**config.mk**
```make
export PLATFORM = sky130hd
export DESIGN_NAME = vic_top
export DESIGN_NICKNAME = d
export VERILOG_FILES = /design/src/logic/vic_pkg.sv /design/src/logic/vic_top.sv /design/src/logic/vic_arb.sv
export SDC_FILE = /design/constraint.sdc
export NUM_CORES = 1
export LEC_CHECK = 0
export ABC_CLOCK_PERIOD_IN_PS = 39300
export BUFFER_PORTS_ARGS = -buffer_cell sky130_fd_sc_hd__clkbuf_2
export CAP_MARGIN = 20
export CELL_PAD_IN_SITES_DETAIL_PLACEMENT = 0
export CELL_PAD_IN_SITES_GLOBAL_PLACEMENT = 1
export CORE_MARGIN = 5
export CORE_UTILIZATION = 46
export DETAILED_ROUTE_END_ITERATION = 8
export MAX_ROUTING_LAYER = met4
export PLACE_DENSITY_LB_ADDON = 0.1
export SLEW_MARGIN = 10
export SYNTH_ARGS = -nofsm -noshare
export SYNTH_HDL_FRONTEND = slang
export SYNTH_SLANG_ARGS = --single-unit
```
**constraint.sdc**
```tcl
create_clock -name mclk -period 39.3 [get_ports mclk]
set_input_delay 9.825 -clock mclk [delete_from_list [all_inputs] [get_ports mclk]]
set_output_delay 9.825 -clock mclk [all_outputs]
set_load 0.05 [all_outputs]
```
**src/logic/vic_pkg.sv**
```systemverilog
package vic_pkg;
   localparam int NODES = 14;
   localparam int NA = 6;
   localparam int NB = 8;
   localparam int NNMI = 6;
   localparam int GRP_NODE = 5;
   localparam int EV_W = 3;
   localparam int ISR_W = 5;
   localparam int NMI_BIT = 4;
   localparam logic [15:0] VEC_NMI = 16'h0073;
   localparam logic [15:0] VEC_BASE = 16'h0003;
   localparam int VEC_SH = 3;
   localparam logic [2:0] RANK_NONE = 3'h0;
   localparam logic [2:0] RANK_TOP = 3'h4;
   localparam logic [2:0] RANK_NMI = 3'h5;
   localparam logic [7:0] OFS_EN_A = 8'h00;
   localparam logic [7:0] OFS_EN_B = 8'h04;
   localparam logic [7:0] OFS_NMI_CTL = 8'h08;
   localparam logic [7:0] OFS_PL_A = 8'h0C;
   localparam logic [7:0] OFS_PH_A = 8'h10;
   localparam logic [7:0] OFS_PL_B = 8'h14;
   localparam logic [7:0] OFS_PH_B = 8'h18;
   localparam logic [7:0] OFS_STATUS = 8'h1C;
   localparam logic [7:0] OFS_MASK = 8'h20;
   localparam logic [7:0] OFS_ACTIVE = 8'h24;
   localparam logic [7:0] RST_REG = 8'h00;
   localparam int EV_MASK_TAKE = 0;
   localparam int EV_NMI_TAKE = 1;
   localparam int EV_PREEMPT = 2;

   typedef enum logic [1:0] {
      VIC_IDLE = 2'b01,
      VIC_OFFER = 2'b10
   } vic_state_t;

   // high priority bit is the upper bit of the level
   function automatic logic [2:0] vic_node_rank(input logic [3:0] idx,
         input logic [NODES-1:0] pl, input logic [NODES-1:0] ph);
      return {1'b0, ph[idx], pl[idx]} + 3'h1;
   endfunction

   function automatic logic [15:0] vic_vec(input logic [3:0] idx);
      return VEC_BASE + ({12'h000, idx} << VEC_SH);
   endfunction

   function automatic logic [2:0] vic_top_rank(input logic [ISR_W-1:0] isr);
      logic [2:0] r;
      r = RANK_NONE;
      for (int i = 0; i < ISR_W; i++) begin
         if (isr[i]) begin
            r = 3'(i + 1);
         end
      end
      return r;
   endfunction
endpackage

```
**src/logic/vic_top.sv**
```systemverilog
// Decided for this implementation: the placing of the registers and the APB register port.
`timescale 1ns/100ps
module vic_top (
   input wire logic mclk,
   input wire logic rst_b,
   input wire logic psel,
   input wire logic penable,
   input wire logic pwrite,
   input wire logic [7:0] paddr,
   input wire logic [31:0] pwdata,
   output logic [31:0] prdata,
   output logic pready,
   output logic pslverr,
   input wire logic [vic_pkg::NODES-1:0] node_req,
   input wire logic frac_div_req,
   input wire logic lin_req,
   input wire logic [vic_pkg::NNMI-1:0] nmi_src,
   input wire logic cpu_ack,
   input wire logic cpu_reti,
   output logic vec_valid,
   output logic [15:0] vec_addr,
   output logic [2:0] act_rank,
   output logic irq
);
   import vic_pkg::*;

   logic [NA-1:0] int_enable_reg_a, next_int_enable_reg_a;
   logic [NB-1:0] int_enable_reg_b, next_int_enable_reg_b;
   logic [NNMI-1:0] nonmaskable_control_reg, next_nonmaskable_control_reg;
   logic [NA-1:0] prio_low_reg_a, next_prio_low_reg_a;
   logic [NA-1:0] prio_high_reg_a, next_prio_high_reg_a;
   logic [NB-1:0] prio_low_reg_b, next_prio_low_reg_b;
   logic [NB-1:0] prio_high_reg_b, next_prio_high_reg_b;
   logic [EV_W-1:0] status, next_status;
   logic [EV_W-1:0] mask, next_mask;
   logic [31:0] next_prdata;
   logic next_pready, next_pslverr, next_irq;
   logic [31:0] rdata;
   logic mapped, wr;

   vic_state_t st, next_st;
   logic off_nmi, next_off_nmi;
   logic [3:0] off_idx, next_off_idx;
   logic [2:0] off_rank, next_off_rank;
   logic [ISR_W-1:0] isr, next_isr;
   logic next_vec_valid;
   logic [15:0] next_vec_addr;
   logic [2:0] next_act_rank;

   logic [NODES-1:0] req_all, en_all, pl_all, ph_all;
   logic [2:0] cur_rank;
   logic win_ok, win_nmi, still, take;
   logic [3:0] win_idx;
   logic [2:0] win_rank;
   logic [EV_W-1:0] ev;

   assign cur_rank = vic_top_rank(isr);
   assign en_all = {int_enable_reg_b, int_enable_reg_a};
   assign pl_all = {prio_low_reg_b, prio_low_reg_a};
   assign ph_all = {prio_high_reg_b, prio_high_reg_a};

   always_comb begin
      req_all = node_req;
      req_all[GRP_NODE] = node_req[GRP_NODE] | frac_div_req | lin_req;
   end

   vic_arb u_arb (
      .req(req_all),
      .en(en_all),
      .pl(pl_all),
      .ph(ph_all),
      .nmi_req(nmi_src),
      .nmi_en(nonmaskable_control_reg),
      .cur_rank(cur_rank),
      .win_ok(win_ok),
      .win_nmi(win_nmi),
      .win_idx(win_idx),
      .win_rank(win_rank)
   );

   // the offer is withdrawn if its winner changes, so a late disable holds
   // a level reprogrammed during the offer also withdraws it, so a stale rank is never pushed
   assign still = win_ok && (win_nmi == off_nmi) && (off_nmi || win_idx == off_idx)
      && win_rank == off_rank;
   assign take = (st == VIC_OFFER) && cpu_ack && still;

   always_comb begin
      next_st = st;
      next_off_nmi = off_nmi;
      next_off_idx = off_idx;
      next_off_rank = off_rank;
      next_isr = isr;
      case (st)
         VIC_IDLE: begin
            if (win_ok) begin
               next_st = VIC_OFFER;
               next_off_nmi = win_nmi;
               next_off_idx = win_idx;
               next_off_rank = win_rank;
            end
         end
         VIC_OFFER: begin
            if (take || !still) begin
               next_st = VIC_IDLE;
            end
         end
         default: begin
            next_st = VIC_IDLE;
         end
      endcase
      if (cpu_reti && cur_rank != RANK_NONE) begin
         next_isr[3'(cur_rank - 3'h1)] = 1'b0;
      end
      if (take) begin
         next_isr[3'(off_rank - 3'h1)] = 1'b1;
      end
      next_vec_valid = (next_st == VIC_OFFER);
      next_vec_addr = next_off_nmi ? VEC_NMI : vic_vec(next_off_idx);
      next_act_rank = vic_top_rank(next_isr);
   end

   always_ff @(posedge mclk or negedge rst_b) begin
      if (!rst_b) begin
         st <= VIC_IDLE;
         off_nmi <= 1'b0;
         off_idx <= 4'h0;
         off_rank <= RANK_NONE;
         isr <= '0;
         vec_valid <= 1'b0;
         vec_addr <= VEC_BASE;
         act_rank <= RANK_NONE;
      end else begin
         st <= next_st;
         off_nmi <= next_off_nmi;
         off_idx <= next_off_idx;
         off_rank <= next_off_rank;
         isr <= next_isr;
         vec_valid <= next_vec_valid;
         vec_addr <= next_vec_addr;
         act_rank <= next_act_rank;
      end
   end

   // register bus: one wait state, pready comes from a flop
   assign wr = psel && penable && pready && pwrite;

   always_comb begin
      ev = '0;
      ev[EV_MASK_TAKE] = take && !off_nmi;
      ev[EV_NMI_TAKE] = take && off_nmi;
      ev[EV_PREEMPT] = take && (cur_rank != RANK_NONE);
   end

   always_comb begin
      mapped = 1'b1;
      rdata = '0;
      case (paddr)
         OFS_EN_A: rdata = 32'(int_enable_reg_a);
         OFS_EN_B: rdata = 32'(int_enable_reg_b);
         OFS_NMI_CTL: rdata = 32'(nonmaskable_control_reg);
         OFS_PL_A: rdata = 32'(prio_low_reg_a);
         OFS_PH_A: rdata = 32'(prio_high_reg_a);
         OFS_PL_B: rdata = 32'(prio_low_reg_b);
         OFS_PH_B: rdata = 32'(prio_high_reg_b);
         OFS_STATUS: rdata = 32'(status);
         OFS_MASK: rdata = 32'(mask);
         OFS_ACTIVE: rdata = 32'(isr);
         default: mapped = 1'b0;
      endcase
   end

   always_comb begin
      next_int_enable_reg_a = int_enable_reg_a;
      next_int_enable_reg_b = int_enable_reg_b;
      next_nonmaskable_control_reg = nonmaskable_control_reg;
      next_prio_low_reg_a = prio_low_reg_a;
      next_prio_high_reg_a = prio_high_reg_a;
      next_prio_low_reg_b = prio_low_reg_b;
      next_prio_high_reg_b = prio_high_reg_b;
      next_mask = mask;
      // events are or-ed in after the clear so a same-cycle event survives
      next_status = status | ev;
      if (wr) begin
         case (paddr)
            OFS_EN_A: next_int_enable_reg_a = pwdata[NA-1:0];
            OFS_EN_B: next_int_enable_reg_b = pwdata[NB-1:0];
            OFS_NMI_CTL: next_nonmaskable_control_reg = pwdata[NNMI-1:0];
            OFS_PL_A: next_prio_low_reg_a = pwdata[NA-1:0];
            OFS_PH_A: next_prio_high_reg_a = pwdata[NA-1:0];
            OFS_PL_B: next_prio_low_reg_b = pwdata[NB-1:0];
            OFS_PH_B: next_prio_high_reg_b = pwdata[NB-1:0];
            OFS_STATUS: next_status = (status & ~pwdata[EV_W-1:0]) | ev;
            OFS_MASK: next_mask = pwdata[EV_W-1:0];
            default: next_mask = mask;
         endcase
      end
      next_pready = psel && penable && !pready;
      next_pslverr = next_pready && !mapped;
      next_prdata = (next_pready && !pwrite) ? rdata : '0;
      next_irq = |(next_status & next_mask);
   end

   always_ff @(posedge mclk or negedge rst_b) begin
      if (!rst_b) begin
         int_enable_reg_a <= RST_REG[NA-1:0];
         int_enable_reg_b <= RST_REG[NB-1:0];
         nonmaskable_control_reg <= RST_REG[NNMI-1:0];
         prio_low_reg_a <= RST_REG[NA-1:0];
         prio_high_reg_a <= RST_REG[NA-1:0];
         prio_low_reg_b <= RST_REG[NB-1:0];
         prio_high_reg_b <= RST_REG[NB-1:0];
         status <= RST_REG[EV_W-1:0];
         mask <= RST_REG[EV_W-1:0];
         pready <= 1'b0;
         pslverr <= 1'b0;
         prdata <= '0;
         irq <= 1'b0;
      end else begin
         int_enable_reg_a <= next_int_enable_reg_a;
         int_enable_reg_b <= next_int_enable_reg_b;
         nonmaskable_control_reg <= next_nonmaskable_control_reg;
         prio_low_reg_a <= next_prio_low_reg_a;
         prio_high_reg_a <= next_prio_high_reg_a;
         prio_low_reg_b <= next_prio_low_reg_b;
         prio_high_reg_b <= next_prio_high_reg_b;
         status <= next_status;
         mask <= next_mask;
         pready <= next_pready;
         pslverr <= next_pslverr;
         prdata <= next_prdata;
         irq <= next_irq;
      end
   end

   property p_vec_node;
      @(posedge mclk) disable iff (!rst_b)
      vec_valid && !off_nmi |-> vec_addr == vic_vec(off_idx);
   endproperty
   a_vec_node: assert property (p_vec_node)
      else $error("node vector address wrong");

   property p_vec_nmi;
      @(posedge mclk) disable iff (!rst_b)
      vec_valid && off_nmi |-> vec_addr == VEC_NMI;
   endproperty
   a_vec_nmi: assert property (p_vec_nmi)
      else $error("nmi vector address wrong");

   property p_enable_gate;
      @(posedge mclk) disable iff (!rst_b)
      take |-> (off_nmi ? |(nmi_src & nonmaskable_control_reg) : en_all[off_idx]);
   endproperty
   a_enable_gate: assert property (p_enable_gate)
      else $error("vector taken for disabled source");

   property p_group5;
      @(posedge mclk) disable iff (!rst_b)
      st == VIC_IDLE && isr == '0 && nmi_src == '0 && (frac_div_req || lin_req)
      && int_enable_reg_a[GRP_NODE] && (req_all & en_all) == (14'h0001 << GRP_NODE)
      |=> vec_valid && !off_nmi && off_idx == 4'(GRP_NODE);
   endproperty
   a_group5: assert property (p_group5)
      else $error("shared node five not offered");

   property p_nmi_first;
      @(posedge mclk) disable iff (!rst_b)
      st == VIC_IDLE && |(nmi_src & nonmaskable_control_reg) && !isr[NMI_BIT]
      |=> vec_valid && off_nmi && vec_addr == VEC_NMI;
   endproperty
   a_nmi_first: assert property (p_nmi_first)
      else $error("nmi not offered first");

   property p_strict_higher;
      @(posedge mclk) disable iff (!rst_b)
      take |-> off_rank > cur_rank;
   endproperty
   a_strict_higher: assert property (p_strict_higher)
      else $error("preempted by equal or lower level");

   property p_top_level;
      @(posedge mclk) disable iff (!rst_b)
      cur_rank == RANK_TOP && take |-> off_nmi;
   endproperty
   a_top_level: assert property (p_top_level)
      else $error("topmost level preempted by maskable");

   property p_level_code;
      @(posedge mclk) disable iff (!rst_b)
      take && !off_nmi |-> off_rank == vic_node_rank(off_idx, pl_all, ph_all);
   endproperty
   a_level_code: assert property (p_level_code)
      else $error("granted level not formed from high and low bits");

   property p_record;
      @(posedge mclk) disable iff (!rst_b)
      take && !cpu_reti |=> act_rank == $past(off_rank) && !vec_valid;
   endproperty
   a_record: assert property (p_record)
      else $error("active level not recorded after grant");
endmodule

```
**src/logic/vic_arb.sv**
```systemverilog
`timescale 1ns/100ps
module vic_arb (
   input wire logic [vic_pkg::NODES-1:0] req,
   input wire logic [vic_pkg::NODES-1:0] en,
   input wire logic [vic_pkg::NODES-1:0] pl,
   input wire logic [vic_pkg::NODES-1:0] ph,
   input wire logic [vic_pkg::NNMI-1:0] nmi_req,
   input wire logic [vic_pkg::NNMI-1:0] nmi_en,
   input wire logic [2:0] cur_rank,
   output logic win_ok,
   output logic win_nmi,
   output logic [3:0] win_idx,
   output logic [2:0] win_rank
);
   import vic_pkg::*;

   logic [2:0] r;

   always_comb begin
      r = RANK_NONE;
      win_idx = 4'h0;
      win_rank = RANK_NONE;
      win_nmi = 1'b0;
      // walking downward with >= lets the lower node win a tie
      for (int i = NODES - 1; i >= 0; i--) begin
         r = vic_node_rank(4'(i), pl, ph);
         if (req[i] && en[i] && r >= win_rank) begin
            win_rank = r;
            win_idx = 4'(i);
         end
      end
      if (|(nmi_req & nmi_en)) begin
         win_nmi = 1'b1;
         win_rank = RANK_NMI;
      end
      win_ok = win_rank > cur_rank;
   end
endmodule

```
**After elaboration in Yosys (flattened, before gate mapping)**

Cells that the tools add are included.

- Add/subtract/negate cells: 17
- Multiply operators: 0
- Divide/modulo/power cells: 0
- $lt $le $gt $ge: 19
- Eq/ne operators: 15
- Shift-type cells: 0
- Mux-type cells: 61
- Bitwise operators: 11
- Reduce and logical (&&, ||, !) cells: 65

Operators by type and width:

| cell | count |
|---|---|
| case mux 8 bit (10 select lines) | 1 |
| two-way mux 3 bit | 25 |
| two-way mux 4 bit | 16 |
| logical AND 1 bit | 45 |
| adder 2 x 1 -> 3 bit, second input constant | 14 |
| greater-or-equal comparator 3 bit | 13 |
| == test 8 x 5 -> 1 bit, second input constant | 4 |
| two-way mux 32 bit | 1 |
| == test 8 x 4 -> 1 bit, second input constant | 2 |
| == test 8 x 6 -> 1 bit, second input constant | 2 |
| AND reduction 2 bit | 8 |
| two-way mux 5 bit | 2 |
| OR reduction 10 bit | 1 |
| greater-or-equal comparator 3 x 1 -> 1 bit, second input constant | 3 |
| adder 2 x 7 -> 8 bit, first input constant | 1 |
| == test 8 x 3 -> 1 bit, second input constant | 1 |
| logical NOT 8 bit | 1 |
| < comparator 3 x 4 -> 1 bit, second input constant | 2 |
| two-way mux 1 bit | 8 |
| two-way mux 2 bit | 4 |
| two-way mux 8 bit | 1 |
| bitwise AND 3 bit | 2 |
| bitwise AND 6 bit | 1 |
| demux 1 bit (select 3 bit) | 2 |
| other kinds (19) | 28 |

- Register bits after elaboration: 116
- Latch bits: 0
- RAM bits: 0
- ROM bits: 0
- Input port bits: 69
- Output and inout port bits: 55
- Memories: 0

**Longest topological paths before layout**

- Depth in word-level cells: 55
- Gate-level depth with buffers: 126

**Modules after synthesis**

A second synthesis with hierarchy kept.

- Cell total of the unflattened synthesis: 692
- Area total of the unflattened synthesis: 6,676.4 um2

Modules (own cells, without submodules):

| module | instances | cells each | area each (um2) |
|---|---|---|---|
| vic_top | 1 | 385 | 4,464.3 |
| vic_arb | 1 | 307 | 2,212.1 |

**Worst setup path after synthesis**

No wires, ideal clock.

- Kind: input to register
- Start point: in node_req[13] (netlist name)
- End point: reg st[1]
- Setup time: 0.077 ns
- Arrival: 31.094 ns
- Data required time: 39.223 ns
- Slack: 8.129 ns
- Stages: 122
- Buffers on the path: 3
- Cells stage by stage: nand2_1 nor2_1 ha_1 nor3b_1 or3b_4 o21bai_1 nand2_1 o21ai_0 inv_1 ha_1 nand2b_1 maj3_1 maj3_1 nand3_1 mux2_2 inv_1 ha_1 nand2b_1 (+86 left out) nor2b_1 o211ai_1 clkbuf_1 o211a_1 nor3_1 nand2_1 inv_1 ha_1 a21o_1 a21oi_1 a31oi_1 inv_1 a2111o_1 or3_4 o41ai_4 nand3_1 or4_1 a21oi_1

- Cells in the longest elaborated chain, start to end: 51
- Elaborated cells between the ends (all ways): 70

Ends and longest elaborated chain:

| what | RTL line | source |
|---|---|---|
| from (decl) | vic_top.sv:14 | `input wire logic [vic_pkg::NODES-1:0] node_req,` |
| logical AND 1 bit (*) (2 in series) | vic_arb.sv:27 | `if (req[i] && en[i] && r >= win_rank) begin` |
| two-way mux 3 bit (*) | vic_arb.sv:27 |  |
| greater-or-equal comparator 3 bit | vic_arb.sv:27 |  |
| logical AND 1 bit | vic_arb.sv:27 |  |
| two-way mux 3 bit (*) | vic_arb.sv:27 |  |
| greater-or-equal comparator 3 bit | vic_arb.sv:27 |  |
| logical AND 1 bit | vic_arb.sv:27 |  |
| two-way mux 3 bit (*) | vic_arb.sv:27 |  |
| (+34 left out) | n/a |  |
| net u_arb.win_rank[1] | vic_arb.sv:13 | `output logic [2:0] win_rank` |
| > comparator 3 bit | vic_arb.sv:36 | `win_ok = win_rank > cur_rank;` |
| logical AND 1 bit (2 in series) | vic_top.sv:83 | `assign still = win_ok && (win_nmi == off_nmi) && (off_nmi \|\| win_idx == off_idx)` |
| logical AND 1 bit | vic_top.sv:84 | `&& win_rank == off_rank;` |
| logical AND 1 bit or logical NOT 1 bit (tied branches) | vic_top.sv:85, vic_top.sv:103 |  |
| logical OR 1 bit | vic_top.sv:103 | `if (take \|\| !still) begin` |
| two-way mux 2 bit | vic_top.sv:103 |  |
| case mux 2 bit (2 select lines) (*) | vic_top.sv:93 | `case (st)` |
| net next_st[1] | vic_top.sv:41 | `vic_state_t st, next_st;` |
| to (signal assigned) | vic_top.sv:133 | `st <= next_st;` |
| to (decl) | vic_top.sv:41 |  |

Mark *: on every way through the listed nets, which the timed path passes. The rest lies on a longest branch.
A chain may end at the register's enable or synchronous reset.

**Worst setup path after layout**

- Start point: in node_req[13] (netlist name)
- End point: reg act_rank[1]

- Cells in the longest elaborated chain, start to end: 53
- Elaborated cells between the ends (all ways): 70

Ends and longest elaborated chain:

| what | RTL line | source |
|---|---|---|
| logical AND 1 bit (*) (2 in series) | vic_arb.sv:27 |  |
| two-way mux 3 bit (*) | vic_arb.sv:27 |  |
| greater-or-equal comparator 3 bit | vic_arb.sv:27 |  |
| logical AND 1 bit | vic_arb.sv:27 |  |
| two-way mux 3 bit (*) | vic_arb.sv:27 |  |
| greater-or-equal comparator 3 bit | vic_arb.sv:27 |  |
| logical AND 1 bit | vic_arb.sv:27 |  |
| two-way mux 3 bit (*) | vic_arb.sv:27 |  |
| (+34 left out) | n/a |  |
| net u_arb.win_rank[1] | vic_arb.sv:13 |  |
| > comparator 3 bit | vic_arb.sv:36 |  |
| logical AND 1 bit (2 in series) | vic_top.sv:83 |  |
| logical AND 1 bit (*) | vic_top.sv:84 |  |
| logical AND 1 bit (*) | vic_top.sv:85 | `assign take = (st == VIC_OFFER) && cpu_ack && still;` |
| two-way mux 5 bit (*) | vic_top.sv:114 | `if (take) begin` |
| two-way mux 3 bit (3 in series) | vic_pkg.sv:50 | `if (isr[i]) begin` |
| two-way mux 3 bit (*) | vic_pkg.sv:50 |  |
| net next_act_rank[1] | vic_top.sv:48 | `logic [2:0] next_act_rank;` |
| to (signal assigned) | vic_top.sv:140 | `act_rank <= next_act_rank;` |
| to (decl) | vic_top.sv:22 | `output logic [2:0] act_rank,` |

Marked as above.

==> metrics <==
outcome=finished clean; first-pass GRT wire length=30,600 um; via count=5,992; routability cong.=0.904; placed cell area=7130 um2; initial drt markers=391; CTS max path bufs=2; Util after Layout=51.3%; CTS sink cnt=88; CP Launch Type=primary input; Clk Latency, worst-skew pair=0.35 ns; FP Rows=44; MaxCap Viol Count=0; Setup Buffers After CTS=0; VDD IR max=0.0000357 V; Seq cells post-synth=88; Synth Area in Adders=8.12%; initial antenna violation count=0; DRT antenna net count=0; Hold Buf Count CTS=0; CTS root buf=clkbuf_16; Commonest cells post-synth=87 x dfrtp_1, 68 x nand2_1, 55 x nor2_1; Fin Clk Skew=0.00896 ns; Post-Synthesis Cells=741; HPWL Detailed=14,800 um; leading area contributor after synthesis=dfrtp_1; Final Cell Area=7430 um2; Distinct cells, synth=88; Wirelength per Cell=18.8 um; CP peak stage delay=0.62 ns; dpl cells=979; Final nets=914; Slew Viols, Final=0; num ports=124; vias in the first global route=5,910; crit end category=flop; Final Hold Vio Count=0; critical path's slowest cell=o41ai_4; post-route clock period utilization=87.4%; synth top area cells=dfrtp_1 32%, mux2_2 8.7%, ha_1 7.2%; kind of critical path=in2reg; largest net degree at the start of global routing=70; RSZ-0062 raised after global routing=false; Achievable Freq=29.1 MHz; Setup Viol. Count Final=0; post-synthesis area per instance=9.11 um2; Synth Area in Simple Gates=19.1%; number of flops mapped to enable cells by yosys=0; hold_ws=0.506 ns; clk slew on worst S/H paths=0.07 ns; complex-gate fraction of the synthesized area=24.1%; top-area cell type share of the netlist area=32.2%; Post-route DRC=0; most used cell along the critical path=ha_1; Slew headroom=35.2%; Ys Warns=0; die area=17,200 um2; Post-synth ARST share=100%; setup_tns=0 ns; # diodes=0; H-tree Lvls=3; initial core utilization=46.6%; share of layout cells above drive strength 1=19.7%; final wirelength=18,700 um; synthesized area=6750 um2; synthesis-to-finish area growth=10.1%; PortBufs=63; CTS tree=built; Tmin final=34.34 ns; Post-Synth XOR/XNOR Area=0.389%; vias per inst=6.02; Worst Max-Slew Pin Slew=0.960 ns; Leakage=3.71 nW; Finished Layout Cells=995; width of the die=131 um; largest family of logic cells by synthesized area=compound AO/OA/AOI/OAI gates; DR pass1 iterations=6; critical path arrival=34.56 ns; Hold/Removal Path Class=reg2reg; Seq/Total Area, Yosys=32.6%; GRT overflow=0; top-count cell post-synth=dfrtp_1; multiplexer share of the synthesized area=9.12%; Pwr Density=29.8 nW/um2; CP required=39.52 ns; TritonCTS buffer count=9; Primary FF master, synth=dfrtp_1; gr usage total=21.9%; core area=14,500 um2; crit path max fanout=14; Die H=131 um; PostCTS Resize Cnt=0
per-layer routing:
| metal | GRT usage, % | vias to the layer above | part of all wire, % |
|---|---|---|---|
| li1 | - | 2865 | - |
| met1 | 27.3 | 2943 | 44 |
| met2 | 38.0 | 167 | 51 |
| met3 | 3.17 | 17 | 4.4 |
| met4 | 4.39 | 0 | 1.0 |
| met5 | - | - | 0 |
metrics by stage:
step | setup slack (ns) | power (W)
floorplan | 8.13 | 0.000129
global placement | 5.21 | 0.000136
detailed placement | 4.95 | 0.000137
CTS | 5.14 | 0.000222
global route | 2.75 | 0.000232
finish | 4.96 | 0.000221
layout by cell type, fill, tap and decap left out, types with 15 or more instances in the layout:
master and count:
a22oi_1 19, nor2_1 55, inv_1 32, a31oi_1 19, nor3_1 15, clkbuf_2 62
mux2_2 52, ha_1 39, dfrtp_1 87, nand3_1 23, nand2b_1 22, a21oi_1 34
nand2_1 68, o21ai_0 32, conb_1 36
layout make-up:
cell class / instances / area, um2
Clock inverter: 7 / 72.6
Clock buffer: 9 / 225
Inverter: 32 / 120
Sequential cell: 88 / 2200
Fill cell: 1389 / 7050
Tap cell: 184 / 230
Timing Repair Buffer: 66 / 340
Multi-Input combinational cell: 609 / 4240
power breakdown:
part	switching, W	total (W)	internal [W]	leakage, nW
sequential	0.00000253	0.0000968	0.0000943	1.22
combinational	0.0000277	0.0000388	0.0000110	2.34
clock	0.0000409	0.0000858	0.0000449	0.143
critical path: cells and delay by family:
kind | cells | cell delay (ns)
simple gates | 44 | 7.16
fa+ha+maj | 18 | 4.89
buf+inv | 12 | 1.15
mux | 3 | 1.10
compound gates | 48 | 10.38
worst paths after layout:
| path | from | endpoint | cells past startpoint | slack [ns] |
|---|---|---|---|---|
| min | pready$_DFF_PN0_ | pready$_DFF_PN0_ | 1 | 0.51 |
| max reg2reg | int_enable_reg_b[7]$_DFFE_PN0P_ | act_rank[1]$_DFF_PN0_ | 124 | 14.09 |
| min reg2reg | pready$_DFF_PN0_ | pready$_DFF_PN0_ | 1 | 0.51 |
| min in group asynchronous | rst_b | act_rank[2]$_DFF_PN0_ | 1 | 9.34 |
| max | node_req[13] | act_rank[1]$_DFF_PN0_ | 125 | 4.96 |
| max in group asynchronous | rst_b | prdata[2]$_DFF_PN0_ | 2 | 28.82 |
logic make-up (layout without fill, tap and decap cells):
logic type	count (synthesis)	count (layout)
other cells	2	36
mux	55	55
xor+xnor	3	3
flops	88	88
buf+inv	78	114
compound gates	218	218
fa+ha+maj	45	45
simple gates	252	252
Note: power is estimated with default switching activity, not from simulation.
